===== config.mk =====
export PLATFORM = sky130hd
export DESIGN_NAME = vse_setpoint_sense
export DESIGN_NICKNAME = d
export VERILOG_FILES = /design/src/shared/vse_pkg.sv /design/src/logic/vse_ref_target.sv /design/src/logic/vse_error_quantizer.sv /design/src/logic/vse_setpoint_sense.sv
export SDC_FILE = /design/constraint.sdc
export NUM_CORES = 1
export LEC_CHECK = 0
export BUFFER_PORTS_ARGS = -buffer_cell sky130_fd_sc_hd__buf_2
export CAP_MARGIN = 15
export CELL_PAD_IN_SITES_DETAIL_PLACEMENT = 1
export CELL_PAD_IN_SITES_GLOBAL_PLACEMENT = 1
export CORE_ASPECT_RATIO = 1.5
export CORE_MARGIN = 1
export CORE_UTILIZATION = 45
export CTS_CLUSTER_DIAMETER = 80
export DETAILED_ROUTE_END_ITERATION = 16
export GPL_ROUTABILITY_DRIVEN = 0
export PLACE_DENSITY_LB_ADDON = 0.1
export REMOVE_ABC_BUFFERS = 1
export SYNTH_ARGS = -nofsm -noshare
export SYNTH_HDL_FRONTEND = slang
export SYNTH_SLANG_ARGS = --single-unit

===== constraint.sdc =====
create_clock -name ref_clk -period 10.2 [get_ports ref_clk]
set_input_delay 0.51 -clock ref_clk [delete_from_list [all_inputs] [get_ports ref_clk]]
set_output_delay 0.51 -clock ref_clk [all_outputs]
set_load 0.02 [all_outputs]

===== src/shared/vse_pkg.sv =====
package vse_pkg;

    // -------------------------------------------------------------------
    // Register offsets.
    // -------------------------------------------------------------------
    localparam logic [7:0] OFS_CTRL = 8'h00;
    localparam logic [7:0] OFS_VOUT_CMD = 8'h04;
    localparam logic [7:0] OFS_CAL_OFS = 8'h08;
    localparam logic [7:0] OFS_SCALE = 8'h0c;
    localparam logic [7:0] OFS_VOUT_MAX = 8'h10;
    localparam logic [7:0] OFS_MARGIN_HI = 8'h14;
    localparam logic [7:0] OFS_MARGIN_LO = 8'h18;
    localparam logic [7:0] OFS_SAMPLE_TIME = 8'h1c;
    localparam logic [7:0] OFS_COEF_LOAD = 8'h20;
    localparam logic [7:0] OFS_LIGHT_THR = 8'h24;
    localparam logic [7:0] OFS_STATUS = 8'h28;
    localparam logic [7:0] OFS_ERROR = 8'h2c;

    // -------------------------------------------------------------------
    // Field positions and reset values.
    // -------------------------------------------------------------------
    localparam int CTRL_OP_LSB = 0;
    localparam int CTRL_SUPPRESS = 2;
    localparam int CTRL_DYN = 3;
    localparam int COEF_GAIN_LSB = 0;
    localparam int COEF_BANK_LSB = 4;
    localparam logic [9:0] RST_VOUT_CMD = 10'h000;
    localparam logic [9:0] RST_VOUT_MAX = 10'h3ff;
    localparam logic [7:0] RST_SCALE = 8'hff;
    localparam logic [11:0] RST_SAMPLE_TIME = 12'h000;
    localparam logic [11:0] RST_LIGHT_THR = 12'h000;
    localparam logic [1:0] RST_GAIN = 2'h2;

    // -------------------------------------------------------------------
    // Widths and converter limits.
    // -------------------------------------------------------------------
    localparam int DAC_W = 10;
    localparam int SENSE_W = 12;
    localparam int ERR_W = 14;
    localparam int CODE_W = 6;
    localparam int NUM_BANKS = 3;
    localparam logic [5:0] CODE_MAX = 6'h1f;
    localparam logic [5:0] CODE_MIN = 6'h20;

    // -------------------------------------------------------------------
    // Slew timing: 0.156 V/ms is 156 mV/ms, one DAC step is 1 mV.
    // -------------------------------------------------------------------
    localparam int CLK_KHZ = 40000;
    localparam int SLEW_MV_PER_MS = 156;
    localparam int SLEW_CYCLES = CLK_KHZ / SLEW_MV_PER_MS;

    typedef enum logic [1:0] {
        VSE_OP_NOMINAL,
        VSE_OP_MARGIN_LOW,
        VSE_OP_MARGIN_HIGH,
        VSE_OP_SPARE
    } vse_op_e;

    typedef enum logic [1:0] {
        VSE_BANK_RAMP,
        VSE_BANK_REG,
        VSE_BANK_LIGHT,
        VSE_BANK_NONE
    } vse_bank_e;

endpackage


===== src/logic/vse_ref_target.sv =====
`timescale 1ns/10ps
`default_nettype none

module vse_ref_target (
    input wire logic ref_clk,
    input wire logic rst_n,
    input wire logic ce,
    input wire logic dyn_voltage_select_cfg,
    input wire logic [1:0] op_select,
    input wire logic [9:0] vid_dac_code,
    input wire logic [9:0] vout_command,
    input wire logic signed [9:0] vout_cal_offset,
    input wire logic [7:0] vout_scale_loop,
    input wire logic [9:0] vout_max,
    input wire logic [9:0] margin_high,
    input wire logic [9:0] margin_low,
    output logic [9:0] target_code
);

    logic [9:0] target_reg;
    logic [9:0] sel_v;
    logic signed [11:0] sum_v;
    logic [19:0] scaled_v;
    logic [9:0] clamp_v;

    // -------------------------------------------------------------------
    // Set-point selection, offset, scaling and ceiling.
    // -------------------------------------------------------------------
    always_comb begin
        case (vse_pkg::vse_op_e'(op_select))
            vse_pkg::VSE_OP_MARGIN_HIGH: sel_v = margin_high;
            vse_pkg::VSE_OP_MARGIN_LOW: sel_v = margin_low;
            default: sel_v = vout_command;
        endcase
        sum_v = $signed({2'b00, sel_v}) + 12'(vout_cal_offset);
        if (sum_v < 0) begin
            scaled_v = 20'h00000;
        end else begin
            scaled_v = 20'(sum_v[10:0]) * 20'(vout_scale_loop);
        end
        clamp_v = (scaled_v[19:8] > 12'(vout_max)) ? vout_max : scaled_v[17:8];
    end

    always_ff @(posedge ref_clk) begin
        if (!rst_n) begin
            target_reg <= 10'h000;
        end else if (ce) begin
            target_reg <= dyn_voltage_select_cfg ? vid_dac_code : clamp_v;
        end
    end

    assign target_code = target_reg;

endmodule // vse_ref_target

`default_nettype wire


===== src/logic/vse_error_quantizer.sv =====
`timescale 1ns/10ps
`default_nettype none

module vse_error_quantizer (
    input wire logic ref_clk,
    input wire logic rst_n,
    input wire logic ce,
    input wire logic sample,
    input wire logic signed [13:0] error_mv,
    input wire logic [1:0] error_gain_code,
    output logic [5:0] code,
    output logic code_valid
);

    logic [5:0] code_reg;
    logic valid_reg;
    logic signed [13:0] shifted_v;
    logic [5:0] code_next;

    // -------------------------------------------------------------------
    // Step is 8, 4, 2 or 1 mV; out-of-range errors clamp.
    // -------------------------------------------------------------------
    always_comb begin
        shifted_v = error_mv >>> (2'd3 - error_gain_code);
        if (shifted_v > 14'sd31) begin
            code_next = vse_pkg::CODE_MAX;
        end else if (shifted_v < -14'sd32) begin
            code_next = vse_pkg::CODE_MIN;
        end else begin
            code_next = shifted_v[5:0];
        end
    end

    always_ff @(posedge ref_clk) begin
        if (!rst_n) begin
            code_reg <= 6'h00;
            valid_reg <= 1'b0;
        end else if (ce) begin
            valid_reg <= sample;
            if (sample) begin
                code_reg <= code_next;
            end
        end
    end

    assign code = code_reg;
    assign code_valid = valid_reg;

endmodule // vse_error_quantizer

`default_nettype wire


===== src/logic/vse_setpoint_sense.sv =====
// Contract
// [RULE1] Dynamic_voltage_select_cfg picks fixed or dynamic set-point.
// [RULE2] Nominal reference from command, offset, scale, ceiling.
// [RULE3] Operation selects nominal, margin high, margin low.
// [RULE4] Suppress voltage faults at margins on request.
// [RULE5] Sample sense once per period at set time.
// [RULE6] Error is sense minus 10-bit DAC.
// [RULE7] Gain code gives 1x to 8x steps.
// [RULE8] Error range limited according to gain code.
// [RULE9] Host should prefer the 4x gain code.
// [RULE10] Gain stored with loaded coefficient set.
// [RULE11] Separate banks with own gain per mode.
// [RULE12] Out-of-range error clamps to -32 or 31.
// [RULE13] Saturated: slew DAC toward sense, 0.156 V/ms.
// [RULE14] Bank 0 ramp, 1 regulation, 2 light.
// [RULE15] Unsaturated again: stop slewing, resume tracking.
//
// Local design decisions: the register addresses and the strobed register port.
`timescale 1ns/10ps
`default_nettype none

module vse_setpoint_sense (
    input wire logic ref_clk,
    input wire logic rst_n,
    input wire logic ce,
    input wire logic [7:0] addr,
    input wire logic [31:0] wdata,
    input wire logic wr_stb,
    input wire logic rd_stb,
    output logic [31:0] rdata,
    input wire logic [9:0] vid_dac_code,
    input wire logic [11:0] sense_pos_input,
    input wire logic [11:0] sense_neg_input,
    input wire logic sw_period_start,
    input wire logic ramp_active,
    input wire logic [11:0] meas_current,
    output logic [9:0] ref_dac,
    output logic [5:0] error_code,
    output logic error_code_valid,
    output logic [1:0] active_bank,
    output logic [1:0] active_gain,
    output logic fault_suppress
);

    // -------------------------------------------------------------------
    // Configuration registers.
    // -------------------------------------------------------------------
    logic [1:0] op_reg;
    logic suppress_reg;
    logic dyn_reg;
    logic [9:0] vout_cmd_reg;
    logic [9:0] cal_ofs_reg;
    logic [7:0] scale_reg;
    logic [9:0] vout_max_reg;
    logic [9:0] margin_hi_reg;
    logic [9:0] margin_lo_reg;
    logic [11:0] sample_time_reg;
    logic [11:0] light_thr_reg;
    logic [1:0] gain_bank_reg [vse_pkg::NUM_BANKS];
    logic [31:0] rdata_reg;
    logic [31:0] rdata_next;

    // -------------------------------------------------------------------
    // Loop state.
    // -------------------------------------------------------------------
    logic [11:0] period_cnt_reg;
    logic sample_fire;
    logic [9:0] dac_reg;
    logic [9:0] target_code;
    logic signed [13:0] error_mv;
    logic signed [13:0] error_hold_reg;
    logic [5:0] q_code;
    logic q_valid;
    logic sat_reg;
    logic [8:0] slew_cnt_reg;
    logic [1:0] bank_reg;
    logic [1:0] bank_next;
    logic fault_sup_reg;

    function automatic logic hit(input logic [7:0] a, input logic [7:0] ofs);
        hit = (a == ofs);
    endfunction

    function automatic logic is_sat(input logic [5:0] c);
        is_sat = (c == vse_pkg::CODE_MAX) || (c == vse_pkg::CODE_MIN);
    endfunction

    // -------------------------------------------------------------------
    // Register writes.
    // -------------------------------------------------------------------
    always_ff @(posedge ref_clk) begin
        if (!rst_n) begin
            op_reg <= 2'h0;
            suppress_reg <= 1'b0;
            dyn_reg <= 1'b0;
        end else if (ce && wr_stb && hit(addr, vse_pkg::OFS_CTRL)) begin
            op_reg <= wdata[vse_pkg::CTRL_OP_LSB +: 2]; // [RULE3]
            suppress_reg <= wdata[vse_pkg::CTRL_SUPPRESS]; // [RULE4]
            dyn_reg <= wdata[vse_pkg::CTRL_DYN]; // [RULE1]
        end
    end

    always_ff @(posedge ref_clk) begin
        if (!rst_n) begin
            vout_cmd_reg <= vse_pkg::RST_VOUT_CMD;
            cal_ofs_reg <= 10'h000;
            scale_reg <= vse_pkg::RST_SCALE;
            vout_max_reg <= vse_pkg::RST_VOUT_MAX;
            margin_hi_reg <= vse_pkg::RST_VOUT_CMD;
            margin_lo_reg <= vse_pkg::RST_VOUT_CMD;
            sample_time_reg <= vse_pkg::RST_SAMPLE_TIME;
            light_thr_reg <= vse_pkg::RST_LIGHT_THR;
        end else if (ce && wr_stb) begin
            if (hit(addr, vse_pkg::OFS_VOUT_CMD)) begin
                vout_cmd_reg <= wdata[9:0];
            end
            if (hit(addr, vse_pkg::OFS_CAL_OFS)) begin
                cal_ofs_reg <= wdata[9:0];
            end
            if (hit(addr, vse_pkg::OFS_SCALE)) begin
                scale_reg <= wdata[7:0];
            end
            if (hit(addr, vse_pkg::OFS_VOUT_MAX)) begin
                vout_max_reg <= wdata[9:0];
            end
            if (hit(addr, vse_pkg::OFS_MARGIN_HI)) begin
                margin_hi_reg <= wdata[9:0];
            end
            if (hit(addr, vse_pkg::OFS_MARGIN_LO)) begin
                margin_lo_reg <= wdata[9:0];
            end
            if (hit(addr, vse_pkg::OFS_SAMPLE_TIME)) begin
                sample_time_reg <= wdata[11:0]; // [RULE5]
            end
            if (hit(addr, vse_pkg::OFS_LIGHT_THR)) begin
                light_thr_reg <= wdata[11:0];
            end
        end
    end

    // -------------------------------------------------------------------
    // Coefficient load: one gain per bank.
    // -------------------------------------------------------------------
    genvar gb;
    generate
        for (gb = 0; gb < vse_pkg::NUM_BANKS; gb++) begin : g_bank
            always_ff @(posedge ref_clk) begin
                if (!rst_n) begin
                    gain_bank_reg[gb] <= vse_pkg::RST_GAIN;
                end else if (ce && wr_stb && hit(addr, vse_pkg::OFS_COEF_LOAD)
                        && (wdata[vse_pkg::COEF_BANK_LSB +: 2] == 2'(gb))) begin
                    gain_bank_reg[gb] <= wdata[vse_pkg::COEF_GAIN_LSB +: 2]; // [RULE10] [RULE11]
                end
            end
        end
    endgenerate

    // -------------------------------------------------------------------
    // Register reads.
    // -------------------------------------------------------------------
    always_comb begin
        rdata_next = 32'h00000000;
        case (addr)
            vse_pkg::OFS_CTRL: rdata_next = {28'h0000000, dyn_reg, suppress_reg, op_reg};
            vse_pkg::OFS_VOUT_CMD: rdata_next = {22'h000000, vout_cmd_reg};
            vse_pkg::OFS_CAL_OFS: rdata_next = {22'h000000, cal_ofs_reg};
            vse_pkg::OFS_SCALE: rdata_next = {24'h000000, scale_reg};
            vse_pkg::OFS_VOUT_MAX: rdata_next = {22'h000000, vout_max_reg};
            vse_pkg::OFS_MARGIN_HI: rdata_next = {22'h000000, margin_hi_reg};
            vse_pkg::OFS_MARGIN_LO: rdata_next = {22'h000000, margin_lo_reg};
            vse_pkg::OFS_SAMPLE_TIME: rdata_next = {20'h00000, sample_time_reg};
            vse_pkg::OFS_COEF_LOAD: rdata_next = {26'h0000000, gain_bank_reg[2],
                                                  gain_bank_reg[1], gain_bank_reg[0]};
            vse_pkg::OFS_LIGHT_THR: rdata_next = {20'h00000, light_thr_reg};
            vse_pkg::OFS_STATUS: rdata_next = {11'h000, sat_reg, bank_reg, q_code, 2'b00,
                                               dac_reg};
            vse_pkg::OFS_ERROR: rdata_next = {{18{error_hold_reg[13]}}, error_hold_reg};
            default: rdata_next = 32'h00000000;
        endcase
    end

    always_ff @(posedge ref_clk) begin
        if (!rst_n) begin
            rdata_reg <= 32'h00000000;
        end else if (ce) begin
            rdata_reg <= rd_stb ? rdata_next : 32'h00000000;
        end
    end

    // -------------------------------------------------------------------
    // Set-point target.
    // -------------------------------------------------------------------
    vse_ref_target u_target (
        .ref_clk(ref_clk),
        .rst_n(rst_n),
        .ce(ce),
        .dyn_voltage_select_cfg(dyn_reg), // [RULE1]
        .op_select(op_reg), // [RULE3]
        .vid_dac_code(vid_dac_code),
        .vout_command(vout_cmd_reg), // [RULE2]
        .vout_cal_offset(cal_ofs_reg),
        .vout_scale_loop(scale_reg),
        .vout_max(vout_max_reg),
        .margin_high(margin_hi_reg),
        .margin_low(margin_lo_reg),
        .target_code(target_code)
    );

    // -------------------------------------------------------------------
    // Sample timing within the switching period.
    // -------------------------------------------------------------------
    always_ff @(posedge ref_clk) begin
        if (!rst_n) begin
            period_cnt_reg <= 12'h000;
        end else if (ce) begin
            period_cnt_reg <= sw_period_start ? 12'h000 : period_cnt_reg + 12'h001;
        end
    end

    assign sample_fire = !sw_period_start && (period_cnt_reg == sample_time_reg); // [RULE5]

    assign error_mv = 14'($signed({2'b00, sense_pos_input}) - $signed({2'b00, sense_neg_input}))
                      - $signed({4'h0, dac_reg}); // [RULE6]

    always_ff @(posedge ref_clk) begin
        if (!rst_n) begin
            error_hold_reg <= 14'h0000;
        end else if (ce && sample_fire) begin
            error_hold_reg <= error_mv;
        end
    end

    // -------------------------------------------------------------------
    // Bank selection and active gain.
    // -------------------------------------------------------------------
    always_comb begin
        if (ramp_active) begin
            bank_next = vse_pkg::VSE_BANK_RAMP; // [RULE14]
        end else if (meas_current < light_thr_reg) begin
            bank_next = vse_pkg::VSE_BANK_LIGHT;
        end else begin
            bank_next = vse_pkg::VSE_BANK_REG;
        end
    end

    always_ff @(posedge ref_clk) begin
        if (!rst_n) begin
            bank_reg <= vse_pkg::VSE_BANK_REG;
        end else if (ce) begin
            bank_reg <= bank_next; // [RULE11]
        end
    end

    vse_error_quantizer u_quant (
        .ref_clk(ref_clk),
        .rst_n(rst_n),
        .ce(ce),
        .sample(sample_fire),
        .error_mv(error_mv),
        .error_gain_code(gain_bank_reg[bank_reg]), // [RULE7] [RULE8] [RULE12]
        .code(q_code),
        .code_valid(q_valid)
    );

    // -------------------------------------------------------------------
    // Saturation slew of the reference DAC.
    // -------------------------------------------------------------------
    always_ff @(posedge ref_clk) begin
        if (!rst_n) begin
            sat_reg <= 1'b0;
        end else if (ce && q_valid) begin
            sat_reg <= is_sat(q_code); // [RULE15]
        end
    end

    always_ff @(posedge ref_clk) begin
        if (!rst_n) begin
            slew_cnt_reg <= 9'h000;
        end else if (ce) begin
            if (!sat_reg || slew_cnt_reg == 9'(vse_pkg::SLEW_CYCLES - 1)) begin
                slew_cnt_reg <= 9'h000;
            end else begin
                slew_cnt_reg <= slew_cnt_reg + 9'h001;
            end
        end
    end

    always_ff @(posedge ref_clk) begin
        if (!rst_n) begin
            dac_reg <= 10'h000;
        end else if (ce) begin
            if (!sat_reg) begin
                dac_reg <= target_code; // [RULE15]
            end else if (slew_cnt_reg == 9'(vse_pkg::SLEW_CYCLES - 1)) begin
                if (q_code == vse_pkg::CODE_MAX && dac_reg != 10'h3ff) begin
                    dac_reg <= dac_reg + 10'h001; // [RULE13]
                end else if (q_code == vse_pkg::CODE_MIN && dac_reg != 10'h000) begin
                    dac_reg <= dac_reg - 10'h001; // [RULE13]
                end
            end
        end
    end

    always_ff @(posedge ref_clk) begin
        if (!rst_n) begin
            fault_sup_reg <= 1'b0;
        end else if (ce) begin
            fault_sup_reg <= suppress_reg && (op_reg == vse_pkg::VSE_OP_MARGIN_LOW
                    || op_reg == vse_pkg::VSE_OP_MARGIN_HIGH); // [RULE4]
        end
    end

    assign rdata = rdata_reg;
    assign ref_dac = dac_reg;
    assign error_code = q_code;
    assign error_code_valid = q_valid;
    assign active_bank = bank_reg;
    assign active_gain = gain_bank_reg[bank_reg];
    assign fault_suppress = fault_sup_reg;
endmodule // vse_setpoint_sense

`default_nettype wire


==> results.ini <==
[timing]
setup_violations = 0
worst_pin_slew_ns = 1.190
clock_skew_ns = 0.008978
holdWs_ns = 0.3204
rsz0062_at_grt = no
fmax_mhz = 104.8
tns_ns = 0
slew_viol_final = 0
relSlewSlack = 0.2034
finalHoldViolations = 0
worst_slack_ns = 0.6576
post-route-min-period_ns = 9.542
period_share = 0.9355

[global_routing]
grt_max_degree = 86
grt_use_total = 0.3049
grt_pass1_wl_um = 71250
grt_antenna_before_repair = 0
grt-ovfl-total = 0
grt_pass1_vias = 13030

[critical_path]
worstPathArrival_ns = 9.88
cp_max_fo = 10
path_buf_inv = 4
setup.worst_path.end_class = flip-flop
slowest_delay_ns = 0.61
slowest_stage = fa_1
startpoint_type = flip-flop
required_ns = 10.53
cp_common_cell = fa_1
critPathKind = reg2reg
critPathTopFamily = adder cells

[run]
drv_cap = 0

[final_layout]
register_area_sq_um = 3704
multi_input_area_sq_um = 8950
insertedDiodeCount = 0
fillers = 3643
nNetsFinal = 1990
final_common_cell = nand2_1
final_cell_mix = nand2_1, dfxtp_1, inv_1
drive_above_1_share = 0.1058
instances_no_fill = 2144
largest_reg_flops = 22
area_delta_synth_final_pct = 11.20

[placement]
port_buffers = 126
placed_cells = 2110
place.detailed.hpwl_um = 33980
dp_slack_ns = 0.6455

[clocking]
cts_sinks = 182
cts_tree = yes
post_cts_resized = 0
postCtsSetupRepairBufs = 0
clkTransAtPathRegs_ns = 0.08
cts_buffers = 17
cts_root_buf = clkbuf_16
h-tree-depth = 4
clk_path_buf_depth = 2
clk_latency_ns = 0.46
hold_buffers = 0

[power]
power_frac_comb = 0.198
p_int_mw = 1.269
power.density_nw_per_um2 = 122.8
switchingPower_mw = 0.5790
p_seq_frac = 0.409
leakage_nw = 6.573
power_mw = 1.848
vdd_ir_drop_max_uv = 105.9
power_frac_clock = 0.393
swShare = 0.3134

[run_status]
outcome = finished, final reports clean

[worst_hold_path]
hold_class = in2reg

[synth]
ys.flop_type = dfxtp_1
muxShareOfSynthArea = 0.01710
avgSynthCellArea_sq_um = 8.119
synth-compound-area-share = 0.2061
synth-simple-area-share = 0.2089
yosysWarnings = 0
synth_edf_count = 6
ys_seq_area_frac = 0.2736
synthXorXnorAreaFrac = 0.04724
async_reset_ff_frac = 0
synth_cell_types = 68
syn_area_sq_um = 13530
synth_top_family_by_area = simple AND/OR/NAND/NOR gates
synth_fa_ha_area_frac = 0.1805
synthCells = 1667
ys_seq_elements = 182

[floorplanning]
rows = 77
die_area_sq_um = 30790
pin_count = 147
initial_core_util = 0.4576
core_sq_um = 29580
fp.dieH_um = 214.4
fp.dieW_um = 143.6

[routing]
first_iter_violations = 632
vias_per_cell = 5.783
drtPass1Iterations = 5
drt-total-wl_um = 44960
wire_per_inst_um = 20.97
post-route-drc-count = 0
vias = 12400
detail-route-antenna-nets = 0

-- synthesized netlist by cell type (all sizes together), types with 19 or more instances --
cell | instances | area share
a31oi | 19 | 0.0092
mux2i | 22 | 0.016
a21oi | 76 | 0.028
xnor2 | 43 | 0.028
dfxtp | 176 | 0.26
o21ai | 44 | 0.016
nor2 | 90 | 0.025
clkbuf | 75 | 0.021
nand3 | 31 | 0.011
nand2 | 282 | 0.078
inv | 139 | 0.039
a22oi | 50 | 0.028
a21boi | 79 | 0.044
and2 | 69 | 0.032
nor2b | 45 | 0.021
ha | 104 | 0.096
xor2 | 30 | 0.019
fa | 57 | 0.084
-- worst paths after layout --
path	start	cells past startpoint	end	slack, ns
min reg2reg	vout_cmd_reg[6]	2	vout_cmd_reg[6]	0.49
max	op_reg[1]	36	u_target.target_code[5]	0.66
max reg2reg	op_reg[1]	36	u_target.target_code[5]	0.66
min	wdata[10]	3	light_thr_reg[10]	0.32
-- cell families after synthesis --
family,count (synthesis)
fa+ha+maj,161
flops,182
buf+inv,229
compound gates,396
xor+xnor,73
mux,23
simple gates,603
-- power groups by stage --
stage | logic (mW) | clock network, mW | registers (mW)
floorplan | 0.243 | 0 | 0.765
global placement | 0.353 | 0 | 0.771
detailed placement | 0.362 | 0 | 0.772
CTS | 0.366 | 0.737 | 0.755
global route | 0.402 | 0.767 | 0.757
finish | 0.366 | 0.726 | 0.756
-- routing by layer --
layer / part of all wire / vias to the layer above / GRT usage
met5: 0 / - / 0
met4: 0.050 / 0 / 0.1670
met3: 0.033 / 92 / 0.03149
met2: 0.50 / 310 / 0.5345
met1: 0.41 / 6163 / 0.3587
li1: - / 5834 / -
-- per-stage QoR --
stage | util | area [sq um]
3_3_place_gp | 0.4866 | 14390
2_1_floorplan | - | 13160
4_1_cts | 0.5082 | 15030
3_5_place_dp | 0.4866 | 14390
6_report | 0.5089 | 15050
5_1_grt | 0.5089 | 15050
-- worst reg2reg max path, delay by kind of cell, from the launching register on --
family	cells	cell delay, ns
buffers and inverters	4	0.28
XOR/XNOR	1	0.16
flip-flops	1	0.41
AND/OR/NAND/NOR	9	1.48
AO/OA/AOI/OAI	14	3.29
adder cells (fa/ha/maj)	8	3.81
-- cell type report --
type                            instances  share of cell area
Multi-Input combinational cell       1256              0.5946
Sequential cell                       182              0.2461
Timing Repair Buffer                  140             0.04930
Inverter                              139             0.03467
Tap cell                              395             0.03284
Clock buffer                           19             0.03084
Clock inverter                         13             0.01164
No activity file was read; power rests on OpenSTA's default activity.
